===== config.mk =====
export PLATFORM = sky130hd
export DESIGN_NAME = dual_serial_port
export DESIGN_NICKNAME = d
export VERILOG_FILES = /design/src/dual_serial_port_pkg.sv /design/src/char_buffer.sv /design/src/dual_serial_port.sv
export SDC_FILE = /design/constraint.sdc
export NUM_CORES = 1
export LEC_CHECK = 0
export ABC_AREA = 1
export BUFFER_PORTS_ARGS = -buffer_cell sky130_fd_sc_hd__buf_4
export CAP_MARGIN = 20
export CORE_MARGIN = 2
export CORE_UTILIZATION = 40
export DETAILED_ROUTE_END_ITERATION = 10
export PLACE_DENSITY = 0.68
export RECOVER_POWER = 25
export SYNTH_ARGS = -nofsm -noshare
export SYNTH_HDL_FRONTEND = slang
export SYNTH_HIERARCHICAL = 1
export SYNTH_SLANG_ARGS = --single-unit

===== constraint.sdc =====
create_clock -name clk -period 2.9 [get_ports clk]
set_input_delay 0 -clock clk [delete_from_list [all_inputs] [get_ports clk]]
set_output_delay 0 -clock clk [all_outputs]
set_load 0.02 [all_outputs]

===== src/dual_serial_port_pkg.sv =====
// shared constants and carrier types for the two-channel serial port
// assumes a single 100 MHz clock; every slower rate is an enable pulse
package dual_serial_port_pkg;
  // ---------------------------------------------------------------
  // timing
  // ---------------------------------------------------------------
  localparam int CLK_MHZ = 100;
  localparam int BAUD_DEFAULT = 115200;
  localparam int DIV_DEFAULT = (CLK_MHZ * 1000000) / (BAUD_DEFAULT * 2);
  localparam int DATA_BITS = 8;
  localparam int DIV_W = 16;
  // ---------------------------------------------------------------
  // pin function select field positions (bit set = general purpose)
  // ---------------------------------------------------------------
  localparam int SEL_RX = 0;
  localparam int SEL_TX = 1;
  localparam int SEL_REQ = 2;
  localparam int SEL_PERMIT = 3;
  localparam int SEL_W = 4;
  localparam logic [SEL_W-1:0] SEL_RESET = 4'h0;
  // ---------------------------------------------------------------
  // carriers
  // ---------------------------------------------------------------
  typedef struct packed {
    logic [DATA_BITS-1:0] data;
  } char_s;
  typedef struct packed {
    logic tx_enable;
    logic loopback;
    logic [SEL_W-1:0] pin_function_select_b;
  } ch_ctrl_s;
endpackage


===== src/char_buffer.sv =====
// two-entry valid/ready buffer for one character stream
// assumes one clock; a stall downstream never loses a word
`timescale 1ns/1ps
module char_buffer #(
  parameter int WIDTH = dual_serial_port_pkg::DATA_BITS
) (
  input wire logic clk,
  input wire logic rst,
  input wire logic [WIDTH-1:0] in_data,
  input wire logic in_valid,
  output logic in_ready,
  output logic [WIDTH-1:0] out_data,
  output logic out_valid,
  input wire logic out_ready
);
  logic [WIDTH-1:0] mem_q [2];
  logic wr_q, rd_q;
  logic [1:0] cnt_q;
  logic in_ready_q;
  wire push = in_valid && in_ready;
  wire pop = out_valid && out_ready;
  wire [1:0] cnt_d = cnt_q + {1'b0, push} - {1'b0, pop};
  // ready is registered so the port comes straight from a flip-flop
  assign in_ready = in_ready_q;
  assign out_valid = cnt_q != 2'h0;
  assign out_data = mem_q[rd_q];
  always_ff @(posedge clk or posedge rst) begin
    if (rst) begin
      wr_q <= 1'b0;
      rd_q <= 1'b0;
      cnt_q <= 2'h0;
      in_ready_q <= 1'b1;
    end else begin
      if (push) wr_q <= ~wr_q;
      if (pop) rd_q <= ~rd_q;
      cnt_q <= cnt_d;
      in_ready_q <= cnt_d != 2'h2;
    end
  end
  always_ff @(posedge clk) begin
    if (push) mem_q[wr_q] <= in_data;
  end
endmodule


===== src/dual_serial_port.sv =====
// two independent serial channels with pin function muxing
// assumes all pin inputs are synchronous to clk; no software registers:
// control arrives on plain input ports
// frame format is fixed at 8N1: start low, eight data bits lsb first,
// stop high; the receiver samples once per bit at the serial clock rise,
// so a peripheral must move its line near the fall (no oversampling)
// the transmit pin is registered and trails the internal line by a clock
//
// How it works
// RULE_01 - two independent channels, each with receive, transmit, handshake pins
// RULE_02 - receive sampled on serial clock rising edge, least significant bit first
// RULE_03 - transmit bits launched on serial clock falling edge, lsb first
// RULE_04 - transmit pin idles high when idle or transmitter disabled
// RULE_05 - loopback holds transmit pin high, data routed internally
// RULE_06 - send request asserted when data ready, then wait for permit; in loopback the code raises no request and does not wait
// RULE_07 - transmission starts only once the peripheral grants permit; in loopback the code starts without permit
// RULE_08 - each pin selectable as general purpose, dropping serial use
// RULE_09 - send request and permit are active low on the pins
`timescale 1ns/1ps
module dual_serial_port #(
  parameter int DIV = dual_serial_port_pkg::DIV_DEFAULT
) (
  input wire logic clk,
  input wire logic rst,
  // channel control, levels
  input wire logic [1:0] tx_enable,
  input wire logic [1:0] loopback,
  input wire logic [7:0] pin_function_select_b,
  // transmit stream, one byte lane per channel
  input wire logic [15:0] tx_data,
  input wire logic [1:0] tx_valid,
  output logic [1:0] tx_ready,
  // receive stream
  output logic [15:0] rx_data,
  output logic [1:0] rx_valid,
  input wire logic [1:0] rx_ready,
  output logic [1:0] rx_frame_error,
  // pin values while a pin is general purpose
  output logic [1:0] gpi_in,
  output logic [1:0] gpi_permit,
  input wire logic [1:0] gpo_out,
  input wire logic [1:0] gpo_req,
  // serial pins
  input wire logic ch1_serial_in,
  input wire logic ch2_serial_in,
  output logic ch1_serial_out,
  output logic ch2_serial_out,
  output logic ch1_send_request_n,
  output logic ch2_send_request_n,
  input wire logic ch1_send_permit_n,
  input wire logic ch2_send_permit_n
);
  // ---------------------------------------------------------------
  // elaboration checks
  // ---------------------------------------------------------------
  // the divider counter is DIV_W bits and needs two counts per half
  if (DIV < 2 || DIV >= (1 << dual_serial_port_pkg::DIV_W)) begin : g_bad_div
    $error("serial clock divider out of range");
  end
  // the frame counters below are sized for eight data bits
  if (dual_serial_port_pkg::DATA_BITS != 8) begin : g_bad_width
    $error("character width must be eight bits");
  end
  // each channel owns four pin select bits
  if (dual_serial_port_pkg::SEL_W != 4) begin : g_bad_sel
    $error("pin select field must be four bits");
  end

  // ---------------------------------------------------------------
  // serial clock source: rise and fall enables
  // ---------------------------------------------------------------
  logic [dual_serial_port_pkg::DIV_W-1:0] div_q;
  logic sclk_q;
  wire div_end = div_q == dual_serial_port_pkg::DIV_W'(DIV - 1);
  wire sclk_rise = div_end && !sclk_q;
  wire sclk_fall = div_end && sclk_q;
  always_ff @(posedge clk or posedge rst) begin
    if (rst) begin
      div_q <= '0;
      sclk_q <= 1'b0;
    end else begin
      div_q <= div_end ? '0 : div_q + 1'b1;
      if (div_end) sclk_q <= ~sclk_q;
    end
  end

  wire [1:0] rx_pin = {ch2_serial_in, ch1_serial_in};
  wire [1:0] permit_pin_n = {ch2_send_permit_n, ch1_send_permit_n};
  logic [1:0] tx_pin_q, req_pin_n_q, gpi_in_q, gpi_permit_q;

  assign ch1_serial_out = tx_pin_q[0];
  assign ch2_serial_out = tx_pin_q[1];
  assign ch1_send_request_n = req_pin_n_q[0];
  assign ch2_send_request_n = req_pin_n_q[1];
  assign gpi_in = gpi_in_q;
  assign gpi_permit = gpi_permit_q;

  // ---------------------------------------------------------------
  // helpers
  // ---------------------------------------------------------------
  // a set select bit hands the pin to general purpose use
  function automatic logic pin_is_gp(input logic [3:0] sel, input int pos);
    return sel[pos];
  endfunction

  // frame in shift order: start in bit zero, stop in bit nine
  function automatic logic [9:0] frame_of(input logic [7:0] data);
    return {1'b1, data, 1'b0};
  endfunction

  // bit counters step by one and stay inside 0 to 9
  function automatic logic [3:0] count_step(input logic [3:0] n,
                                            input logic up);
    return up ? n + 4'h1 : n - 4'h1;
  endfunction

  typedef enum logic [1:0] {TX_IDLE, TX_WAIT, TX_SHIFT} tx_state_e;

  // ---------------------------------------------------------------
  // per-channel logic
  // ---------------------------------------------------------------
  genvar c;
  for (c = 0; c < 2; c++) begin : g_ch // RULE_01
    dual_serial_port_pkg::ch_ctrl_s ctrl;
    assign ctrl.tx_enable = tx_enable[c];
    assign ctrl.loopback = loopback[c];
    assign ctrl.pin_function_select_b = pin_function_select_b[4*c +: 4];
    wire gp_rx = pin_is_gp(ctrl.pin_function_select_b, dual_serial_port_pkg::SEL_RX);
    wire gp_tx = pin_is_gp(ctrl.pin_function_select_b, dual_serial_port_pkg::SEL_TX);
    wire gp_req = pin_is_gp(ctrl.pin_function_select_b, dual_serial_port_pkg::SEL_REQ);
    wire gp_pm = pin_is_gp(ctrl.pin_function_select_b, dual_serial_port_pkg::SEL_PERMIT);

    // ---------------------------------------------------------------
    // transmit buffer
    // ---------------------------------------------------------------
    dual_serial_port_pkg::char_s buf_data;
    logic buf_valid, buf_pop;
    char_buffer #(.WIDTH(dual_serial_port_pkg::DATA_BITS)) u_buf (
      .clk(clk),
      .rst(rst),
      .in_data(tx_data[8*c +: 8]),
      .in_valid(tx_valid[c]),
      .in_ready(tx_ready[c]),
      .out_data(buf_data.data),
      .out_valid(buf_valid),
      .out_ready(buf_pop)
    );

    // ---------------------------------------------------------------
    // transmitter
    // ---------------------------------------------------------------
    // permit is active low; a general purpose pin never grants it
    wire permit = !gp_pm && !permit_pin_n[c]; // RULE_09 RULE_08
    tx_state_e st_q, st_d;
    logic [9:0] sh_q, sh_d;
    logic [3:0] tcnt_q, tcnt_d;
    logic line_q, line_d;
    // a disabled channel never pops, so a word is not lost on disable
    wire start_ok = st_q == TX_WAIT && sclk_fall && ctrl.tx_enable
                    && (permit || ctrl.loopback); // RULE_07
    wire tx_last = tcnt_q == 4'h0;
    assign buf_pop = start_ok;
    always_comb begin
      st_d = st_q;
      sh_d = sh_q;
      tcnt_d = tcnt_q;
      line_d = line_q;
      case (st_q)
        TX_IDLE: begin
          line_d = 1'b1; // RULE_04
          if (buf_valid && ctrl.tx_enable) st_d = TX_WAIT;
        end
        TX_WAIT: begin
          if (!ctrl.tx_enable) begin
            st_d = TX_IDLE;
          end else if (start_ok) begin
            sh_d = frame_of(buf_data.data);
            line_d = 1'b0;
            tcnt_d = 4'h9;
            st_d = TX_SHIFT;
          end
        end
        TX_SHIFT: begin
          if (sclk_fall && tx_last) begin // RULE_03
            line_d = 1'b1;
            st_d = TX_IDLE;
          end else if (sclk_fall) begin
            line_d = sh_q[1]; // RULE_03
            sh_d = {1'b1, sh_q[9:1]};
            tcnt_d = count_step(tcnt_q, 1'b0);
          end
        end
        default: st_d = TX_IDLE;
      endcase
    end
    always_ff @(posedge clk or posedge rst) begin
      if (rst) begin
        st_q <= TX_IDLE;
        sh_q <= '1;
        tcnt_q <= 4'h0;
        line_q <= 1'b1;
      end else begin
        st_q <= st_d;
        sh_q <= sh_d;
        tcnt_q <= tcnt_d;
        line_q <= line_d;
      end
    end

    // ---------------------------------------------------------------
    // pin drivers: loopback and disable keep the line high
    // ---------------------------------------------------------------
    wire tx_quiet = ctrl.loopback || !ctrl.tx_enable; // RULE_05 RULE_04
    wire tx_pin_d = gp_tx ? gpo_out[c] // RULE_08
                    : (tx_quiet ? 1'b1 : line_q);
    // request is low only while a word waits for the peripheral
    wire asking = st_q == TX_WAIT && !ctrl.loopback; // RULE_06
    wire req_pin_n_d = gp_req ? gpo_req[c] : !asking; // RULE_08 RULE_09
    wire gpi_in_d = gp_rx ? rx_pin[c] : 1'b0; // RULE_08
    wire gpi_permit_d = gp_pm ? permit_pin_n[c] : 1'b0; // RULE_08
    always_ff @(posedge clk or posedge rst) begin
      if (rst) begin
        tx_pin_q[c] <= 1'b1;
        req_pin_n_q[c] <= 1'b1;
        gpi_in_q[c] <= 1'b0;
        gpi_permit_q[c] <= 1'b0;
      end else begin
        tx_pin_q[c] <= tx_pin_d;
        req_pin_n_q[c] <= req_pin_n_d;
        gpi_in_q[c] <= gpi_in_d;
        gpi_permit_q[c] <= gpi_permit_d;
      end
    end

    // ---------------------------------------------------------------
    // receiver: one sample per bit, at the rise in the middle of it
    // ---------------------------------------------------------------
    wire rx_line = ctrl.loopback ? line_q
                   : (gp_rx ? 1'b1 : rx_pin[c]); // RULE_05 RULE_08
    logic rx_busy_q, rx_busy_d;
    logic [3:0] rcnt_q, rcnt_d;
    logic [7:0] rsh_q, rsh_d;
    logic [7:0] rx_data_q, rx_data_d;
    logic rx_valid_q, rx_valid_d;
    logic rx_ferr_q, rx_ferr_d;
    wire rx_start = sclk_rise && !rx_busy_q && !rx_line;
    wire rx_stop = sclk_rise && rx_busy_q && rcnt_q == 4'h8;
    wire rx_bit = sclk_rise && rx_busy_q && rcnt_q != 4'h8; // RULE_02
    assign rx_data[8*c +: 8] = rx_data_q;
    assign rx_valid[c] = rx_valid_q;
    assign rx_frame_error[c] = rx_ferr_q;
    always_comb begin
      rx_busy_d = rx_busy_q;
      rcnt_d = rcnt_q;
      rsh_d = rsh_q;
      rx_data_d = rx_data_q;
      // a new word wins over the reader's take in the same cycle
      rx_valid_d = rx_valid_q && !rx_ready[c];
      rx_ferr_d = 1'b0;
      if (rx_start) begin // RULE_02
        rx_busy_d = 1'b1;
        rcnt_d = 4'h0;
      end
      if (rx_bit) begin
        rsh_d = {rx_line, rsh_q[7:1]}; // RULE_02
        rcnt_d = count_step(rcnt_q, 1'b1);
      end
      if (rx_stop) begin
        rx_busy_d = 1'b0;
        rx_data_d = rx_line ? rsh_q : rx_data_q;
        rx_valid_d = rx_line || rx_valid_d;
        rx_ferr_d = !rx_line;
      end
    end
    always_ff @(posedge clk or posedge rst) begin
      if (rst) begin
        rx_busy_q <= 1'b0;
        rcnt_q <= 4'h0;
        rsh_q <= '0;
        rx_data_q <= '0;
        rx_valid_q <= 1'b0;
        rx_ferr_q <= 1'b0;
      end else begin
        rx_busy_q <= rx_busy_d;
        rcnt_q <= rcnt_d;
        rsh_q <= rsh_d;
        rx_data_q <= rx_data_d;
        rx_valid_q <= rx_valid_d;
        rx_ferr_q <= rx_ferr_d;
      end
    end
  end
endmodule


==> impl_metrics.env, run 1 <==
export IMPL_leakage_nw=4.19
export IMPL_clock_sinks=143
export IMPL_cap_violations=0
export IMPL_grt_pass1_wl_mm=23.7
export IMPL_netlist_area_sq_um=6840
export IMPL_cts_tree="done"
export IMPL_crit_fanout=4
export IMPL_vias=5264
export IMPL_r2r_end="g_ch[0].u_buf/in_ready"
export IMPL_start_util_pct=41.1
export IMPL_cts_resized=0
export IMPL_post_route_period_util_pct=79.4
export IMPL_multiInputGateArea_sq_um=2610
export IMPL_worst_pin_slew_ns=0.736
export IMPL_setup_viol=0
export IMPL_start_kind="flop"
export IMPL_arrival_ns=2.65
export IMPL_cp_endpoint="g_ch[0].u_buf/in_ready"
export IMPL_die_area_sq_um=18200
export IMPL_synth_edf_count=32
export IMPL_first_iter_violations=284
export IMPL_drv_slew=0
export IMPL_synth_top_area_share_pct=31.8
export IMPL_rsz0062_at_grt="no"
export IMPL_synth_area_top_cells="dfrtp_1, nand2_1, edfxtp_1, dfstp_2, inv_1"
export IMPL_crit_type="reg2reg"
export IMPL_hold_path_class="in2async"
export IMPL_vdd_ir_drop_max_v=0.000385
export IMPL_fmax_mhz=434
export IMPL_r2r_setup_slack_ns=0.60
export IMPL_drcViolationCount=0
export IMPL_drt_wl_total_mm=13.8
export IMPL_yosys_area_top_type="dfrtp_1"
export IMPL_numCtsBuffers=17
export IMPL_ys_seq_elements=143
export IMPL_period_minus_slack_ns=2.30
export IMPL_gr_total_overflow=0
export IMPL_async_reset_ff_share_pct=77.6
export IMPL_clock_latency_ns=0.42
export IMPL_synth_avg_cell_area_sq_um=8.81
export IMPL_antennaDiodeCount=0
export IMPL_syn_to_final_growth_pct=24.5
export IMPL_core_sq_um=16600
export IMPL_yosysMostFrequentCell="nand2_1"
export IMPL_finalSetupTns_ns=0
export IMPL_pwr_density_cell_nw_per_um2=516
export IMPL_place_port_buffers=71
export IMPL_synthTopCellsByCount="nand2_1, dfrtp_1, inv_1"
export IMPL_cts_path_max_buffers=2
export IMPL_grt_max_degree=57
export IMPL_io_pins=72
export IMPL_finClkSkew_ns=0.0103
export IMPL_syn_nets=828
export IMPL_die_width_um=135
export IMPL_avgRoutedWirePerCell_um=12.3
export IMPL_worst_r2r_cell_count=18
export IMPL_viasPerCell=4.70
export IMPL_grt_pass1_vias=5117
export IMPL_ys_flop_type="dfrtp_1"
export IMPL_relSlewSlack_pct=50.9
export IMPL_antenna_found_initial=0
export IMPL_track_usage_pct=16.3
export IMPL_gp_congestion=0.804
export IMPL_die_h_um=135
export IMPL_n_fill_cell=1527
export IMPL_drtPass1Iterations=4
export IMPL_r2r_start="div_q[1]"
export IMPL_holdWs_ns=0.0825
export IMPL_dp_hpwl_mm=9.32
export IMPL_hold_viol_final=0
export IMPL_h_tree_depth=4
export IMPL_ys_seq_area_share_pct=55.1
export IMPL_crit_required_ns=3.25
export IMPL_drive_above_1_share_pct=21.4
export IMPL_synth_cell_types=39
export IMPL_syn_inst=776
export IMPL_nNetsFinal=938
export IMPL_row_count=47
export IMPL_endpoint_kind="flop"
export IMPL_ant_nets=0
export IMPL_clkTransAtPathRegs_ns=0.06
export IMPL_worstSetupStartpoint="div_q[1]"
export IMPL_yosys_warnings=6
export IMPL_outcome="complete, no violations"
export IMPL_regArea_sq_um=3770
export IMPL_cts_root_buf="clkbuf_16"
area by class of cell:
cell class / count / area share, %
multi-input cells: 527 / 30.6
clock inverters: 15 / 1.87
inverters: 83 / 3.75
flip-flops and latches: 143 / 44.3
clock buffers: 17 / 5.00
well taps: 220 / 3.23
repair buffers: 114 / 11.3
through the flow:
step                power, mW  cell area [sq um]  worst slack (ns)  cells  utilization (%)
floorplan                2.15               6840             0.289    776                -
global route             4.57               8510             0.378   1119             51.2
finish                   4.39               8510             0.597   1119             51.2
CTS                      4.45               8520             0.584   1119             51.2
global placement         2.23               7540             0.709   1047             45.3
detailed placement       2.23               7540             0.650   1047             45.3
kinds of logic (layout without fill, tap and decap cells):
group	count (synthesis)	in the layout	synth area share [%]
AOI/OAI and AO/OA	36	36	2.89
xor gates and xnor gates	15	15	1.92
adders and majority gates	10	10	1.83
buffers and inverters	106	229	6.79
DFF	143	143	55.1
and+or+nand+nor	466	466	31.5
critical path: stages (launching register included):
cell and delay, ns:
dfrtp_1 0.39, inv_1 0.06, ha_1 0.15, nand2_1 0.06, nor2_2 0.24, nand4_1 0.18, inv_1 0.16, inv_2 0.06
nor2_4 0.12, inv_1 0.06, nand3_1 0.06, nand2_1 0.06, ha_1 0.20, inv_1 0.08, nand2_1 0.07, nand2_2 0.08
nand3_1 0.09, nand2_2 0.08, nand2_2 0.04
registers in the layout, indices dropped and copies added (netlist names), 2 cells and up:
register	cells
g_ch.st_q	4
g_ch.u_buf/in_ready	2
g_ch.rx_valid_q	2
gpi_permit	2
g_ch.tcnt_q	8
g_ch.sh_q	16
g_ch.rsh_q	16
g_ch.u_buf/rd_q	2
g_ch.u_buf/mem_q	32
div_q	16
g_ch.rx_ferr_q	2
g_ch.rcnt_q	8
g_ch.rx_data_q	16
gpi_in	2
g_ch.rx_busy_q	2
g_ch.u_buf/wr_q	2
g_ch.u_buf/cnt_q	4
g_ch.line_q	2
report_power, final:
part           switching, mW  internal [mW]
logic                 0.0772         0.0851
clock network          0.882           1.28
registers            0.00168           2.07
total                  0.961           3.43
metal layers:
metal | up-vias | routed length, um | GRT usage, %
met5 | - | 0 | 0
met4 | 0 | 158 | 6.20
met3 | 10 | 562 | 3.60
met2 | 83 | 6670 | 26.0
met1 | 2478 | 6390 | 21.9
li1 | 2693 | - | -
worst min path at each step:
| stage | from | end | slack (ns) | cells after the start |
|---|---|---|---|---|
| 2_1_floorplan | rst | g_ch[0].u_buf/cnt_q[0] | -0.22 | 1 |
| 3_3_place_gp | rst | g_ch[0].u_buf/rd_q | -0.06 | 2 |
| 3_5_place_dp | rst | g_ch[0].u_buf/rd_q | -0.06 | 2 |
| 4_1_cts | rst | g_ch[0].u_buf/cnt_q[0] | 0.06 | 3 |
| 5_1_grt | rst | g_ch[1].u_buf/cnt_q[0] | 0.11 | 3 |
| 6_report | rst | g_ch[0].u_buf/cnt_q[1] | 0.08 | 3 |
timing repair:
item,in CTS,in global routing
buffers inserted,0,0
hold buffers,40,0
hold endpoints to repair,98,0
cell usage in the layout, fill, tap and decap left out, types with 4 or more instances in the layout:
cell | Yosys | routed
nand3_1 | 43 | 43
dlygate4sd3_1 | 0 | 40
clkbuf_16 | 0 | 17
nor2_4 | 4 | 4
edfxtp_1 | 32 | 32
xor2_1 | 11 | 11
dfrtp_1 | 87 | 87
inv_6 | 0 | 5
o21ai_0 | 21 | 21
dfstp_2 | 24 | 24
clkbuf_4 | 0 | 15
clkinv_1 | 2 | 4
inv_1 | 63 | 62
ha_1 | 10 | 10
inv_2 | 17 | 17
a21oi_1 | 8 | 8
nor3_1 | 4 | 4
nand2_1 | 287 | 287
nor2_1 | 52 | 52
or2_2 | 4 | 4
nand4_1 | 28 | 28
nand2_4 | 4 | 4
buf_4 | 5 | 56
nand2_2 | 17 | 17
xnor2_1 | 4 | 4
nand3_2 | 7 | 7
Power figures use the tool's default switching activity.
==> run 2: changes to the inputs <==
- PLACE_DENSITY: 0.68 -> 0.7
- clock period: 2.9 -> 2 ns (I/O delays scaled with it)
==> impl_metrics.env, run 2 (synthesis gave the netlist of run 1 again) <==
export IMPL_core_sq_um=16600
export IMPL_grt_pass1_vias=5393
export IMPL_viasPerCell=4.71
export IMPL_syn_to_final_growth_pct=30.4
export IMPL_cts_path_max_buffers=2
export IMPL_finalSetupTns_ns=0
export IMPL_numCtsBuffers=17
export IMPL_clock_sinks=143
export IMPL_fin_util_pct=53.6
export IMPL_worst_pin_slew_ns=1.10
export IMPL_h_tree_depth=4
export IMPL_relSlewSlack_pct=26.5
export IMPL_gr_total_overflow=0
export IMPL_die_width_um=135
export IMPL_nNetsFinal=980
export IMPL_track_usage_pct=16.6
export IMPL_place_port_buffers=71
export IMPL_vias=5472
export IMPL_cap_violations=0
export IMPL_endpoint_kind="flop"
export IMPL_clock_latency_ns=0.43
export IMPL_antennaDiodeCount=0
export IMPL_start_kind="flop"
export IMPL_crit_required_ns=2.36
export IMPL_place_ws_ns=-0.0108
export IMPL_dp_cells=1086
export IMPL_vdd_ir_drop_max_v=0.000712
export IMPL_placed_cell_area_sq_um=7840
export IMPL_drtPass1Iterations=4
export IMPL_drive_above_1_share_pct=26.9
export IMPL_grt_max_degree=71
export IMPL_crit_type="reg2reg"
export IMPL_avgRoutedWirePerCell_um=12.1
export IMPL_post_route_period_util_pct=95.8
export IMPL_setup_slack_ns=0.0846
export IMPL_ant_nets=0
export IMPL_holdWs_ns=0.0535
export IMPL_rsz0062_at_grt="yes"
export IMPL_dp_hpwl_mm=9.68
export IMPL_hold_path_class="in2async"
export IMPL_top_register="g_ch.u_buf/mem_q"
export IMPL_grt_pass1_wl_mm=24.3
export IMPL_largest_reg_flops=32
export IMPL_cts_tree="done"
export IMPL_die_area_sq_um=18200
export IMPL_layout_commonest_cell="nand2_1"
export IMPL_fin_cells=1161
export IMPL_antenna_found_initial=0
export IMPL_pwr_density_cell_nw_per_um2=712
export IMPL_drcViolationCount=0
export IMPL_finClkSkew_ns=0.0123
export IMPL_fin_area_sq_um=8910
export IMPL_hold_viol_final=0
export IMPL_cts_root_buf="clkbuf_16"
export IMPL_clkTransAtPathRegs_ns=0.06
export IMPL_period_minus_slack_ns=1.92
export IMPL_leakage_nw=4.39
export IMPL_power_mw=6.35
export IMPL_row_count=47
export IMPL_drv_slew=0
export IMPL_arrival_ns=2.27
export IMPL_fmax_mhz=522
export IMPL_final_cell_mix="nand2_1, buf_4, dfrtp_1"
export IMPL_io_pins=72
export IMPL_setup_viol=0
export IMPL_crit_fanout=3
export IMPL_first_iter_violations=352
export IMPL_drt_wl_total_mm=14.1
export IMPL_gp_congestion=0.791
export IMPL_start_util_pct=41.1
export IMPL_die_h_um=135
export IMPL_outcome="complete, no violations"
run 2: worst paths after layout:
kind | start | endpoint | slack [ns] | depth (start not counted)
setup / recovery | div_q[1] | g_ch[1].u_buf/in_ready | 0.08 | 18
hold / removal | rst | g_ch[0].u_buf/wr_q | 0.05 | 3
setup reg to reg | div_q[1] | g_ch[1].u_buf/in_ready | 0.08 | 18
hold reg to reg | g_ch[0].sh_q[4] | g_ch[0].sh_q[4] | 0.46 | 2
max in group asynchronous | rst | ch1_serial_out | 0.74 | 4
min in group clk | pin_function_select_b[3] | g_ch[0].st_q[1] | 0.10 | 4
run 2: layout make-up:
type / instances / area, sq um
fillers: 1515 / 7730
flip-flops and latches: 143 / 3770
well taps: 220 / 275
repair buffers: 156 / 1270
clock inverters: 13 / 126
clock buffers: 19 / 455
multi-input cells: 527 / 2700
inverters: 83 / 325
run 2: worst max-delay path, stage by stage (launching register included):
cell and delay [ns]:
dfrtp_1 0.37, inv_1 0.06, ha_2 0.17, nand2_2 0.07
nor2_4 0.14, nand4_1 0.13, inv_2 0.09, inv_2 0.04
nor2_4 0.08, inv_2 0.04, nand3_2 0.05, nand2_1 0.06
ha_2 0.17, inv_2 0.05, nand2_2 0.05, nand2_2 0.08
nand3_2 0.07, nand2_2 0.08, nand2_2 0.04
run 2: per-layer routing:
| metal | GRT usage [%] | wire, um | vias to the layer above | part of all wire, % |
|---|---|---|---|---|
| li1 | - | - | 2784 | - |
| met1 | 21.9 | 6560 | 2585 | 47 |
| met2 | 27.3 | 6810 | 90 | 48 |
| met3 | 3.87 | 549 | 13 | 3.9 |
| met4 | 5.09 | 167 | 0 | 1.2 |
| met5 | 0 | 0 | - | 0 |
run 2: power by group:
group          leakage [nW]  switching, mW  internal [mW]
Combinational          2.47          0.114          0.125
Clock                 0.281           1.29           1.81
Sequential             1.64        0.00304           3.00
run 2: what timing repair did:
action | 4_1_cts | 5_1_grt
pin swaps | 1 | 15
cloned | 0 | 0
hold endpoints to repair | 83 | 0
setup buffers | 1 | 2
setup endpoints to repair | 4 | 12
hold buffers | 40 | 0
gates resized for setup | 0 | 26
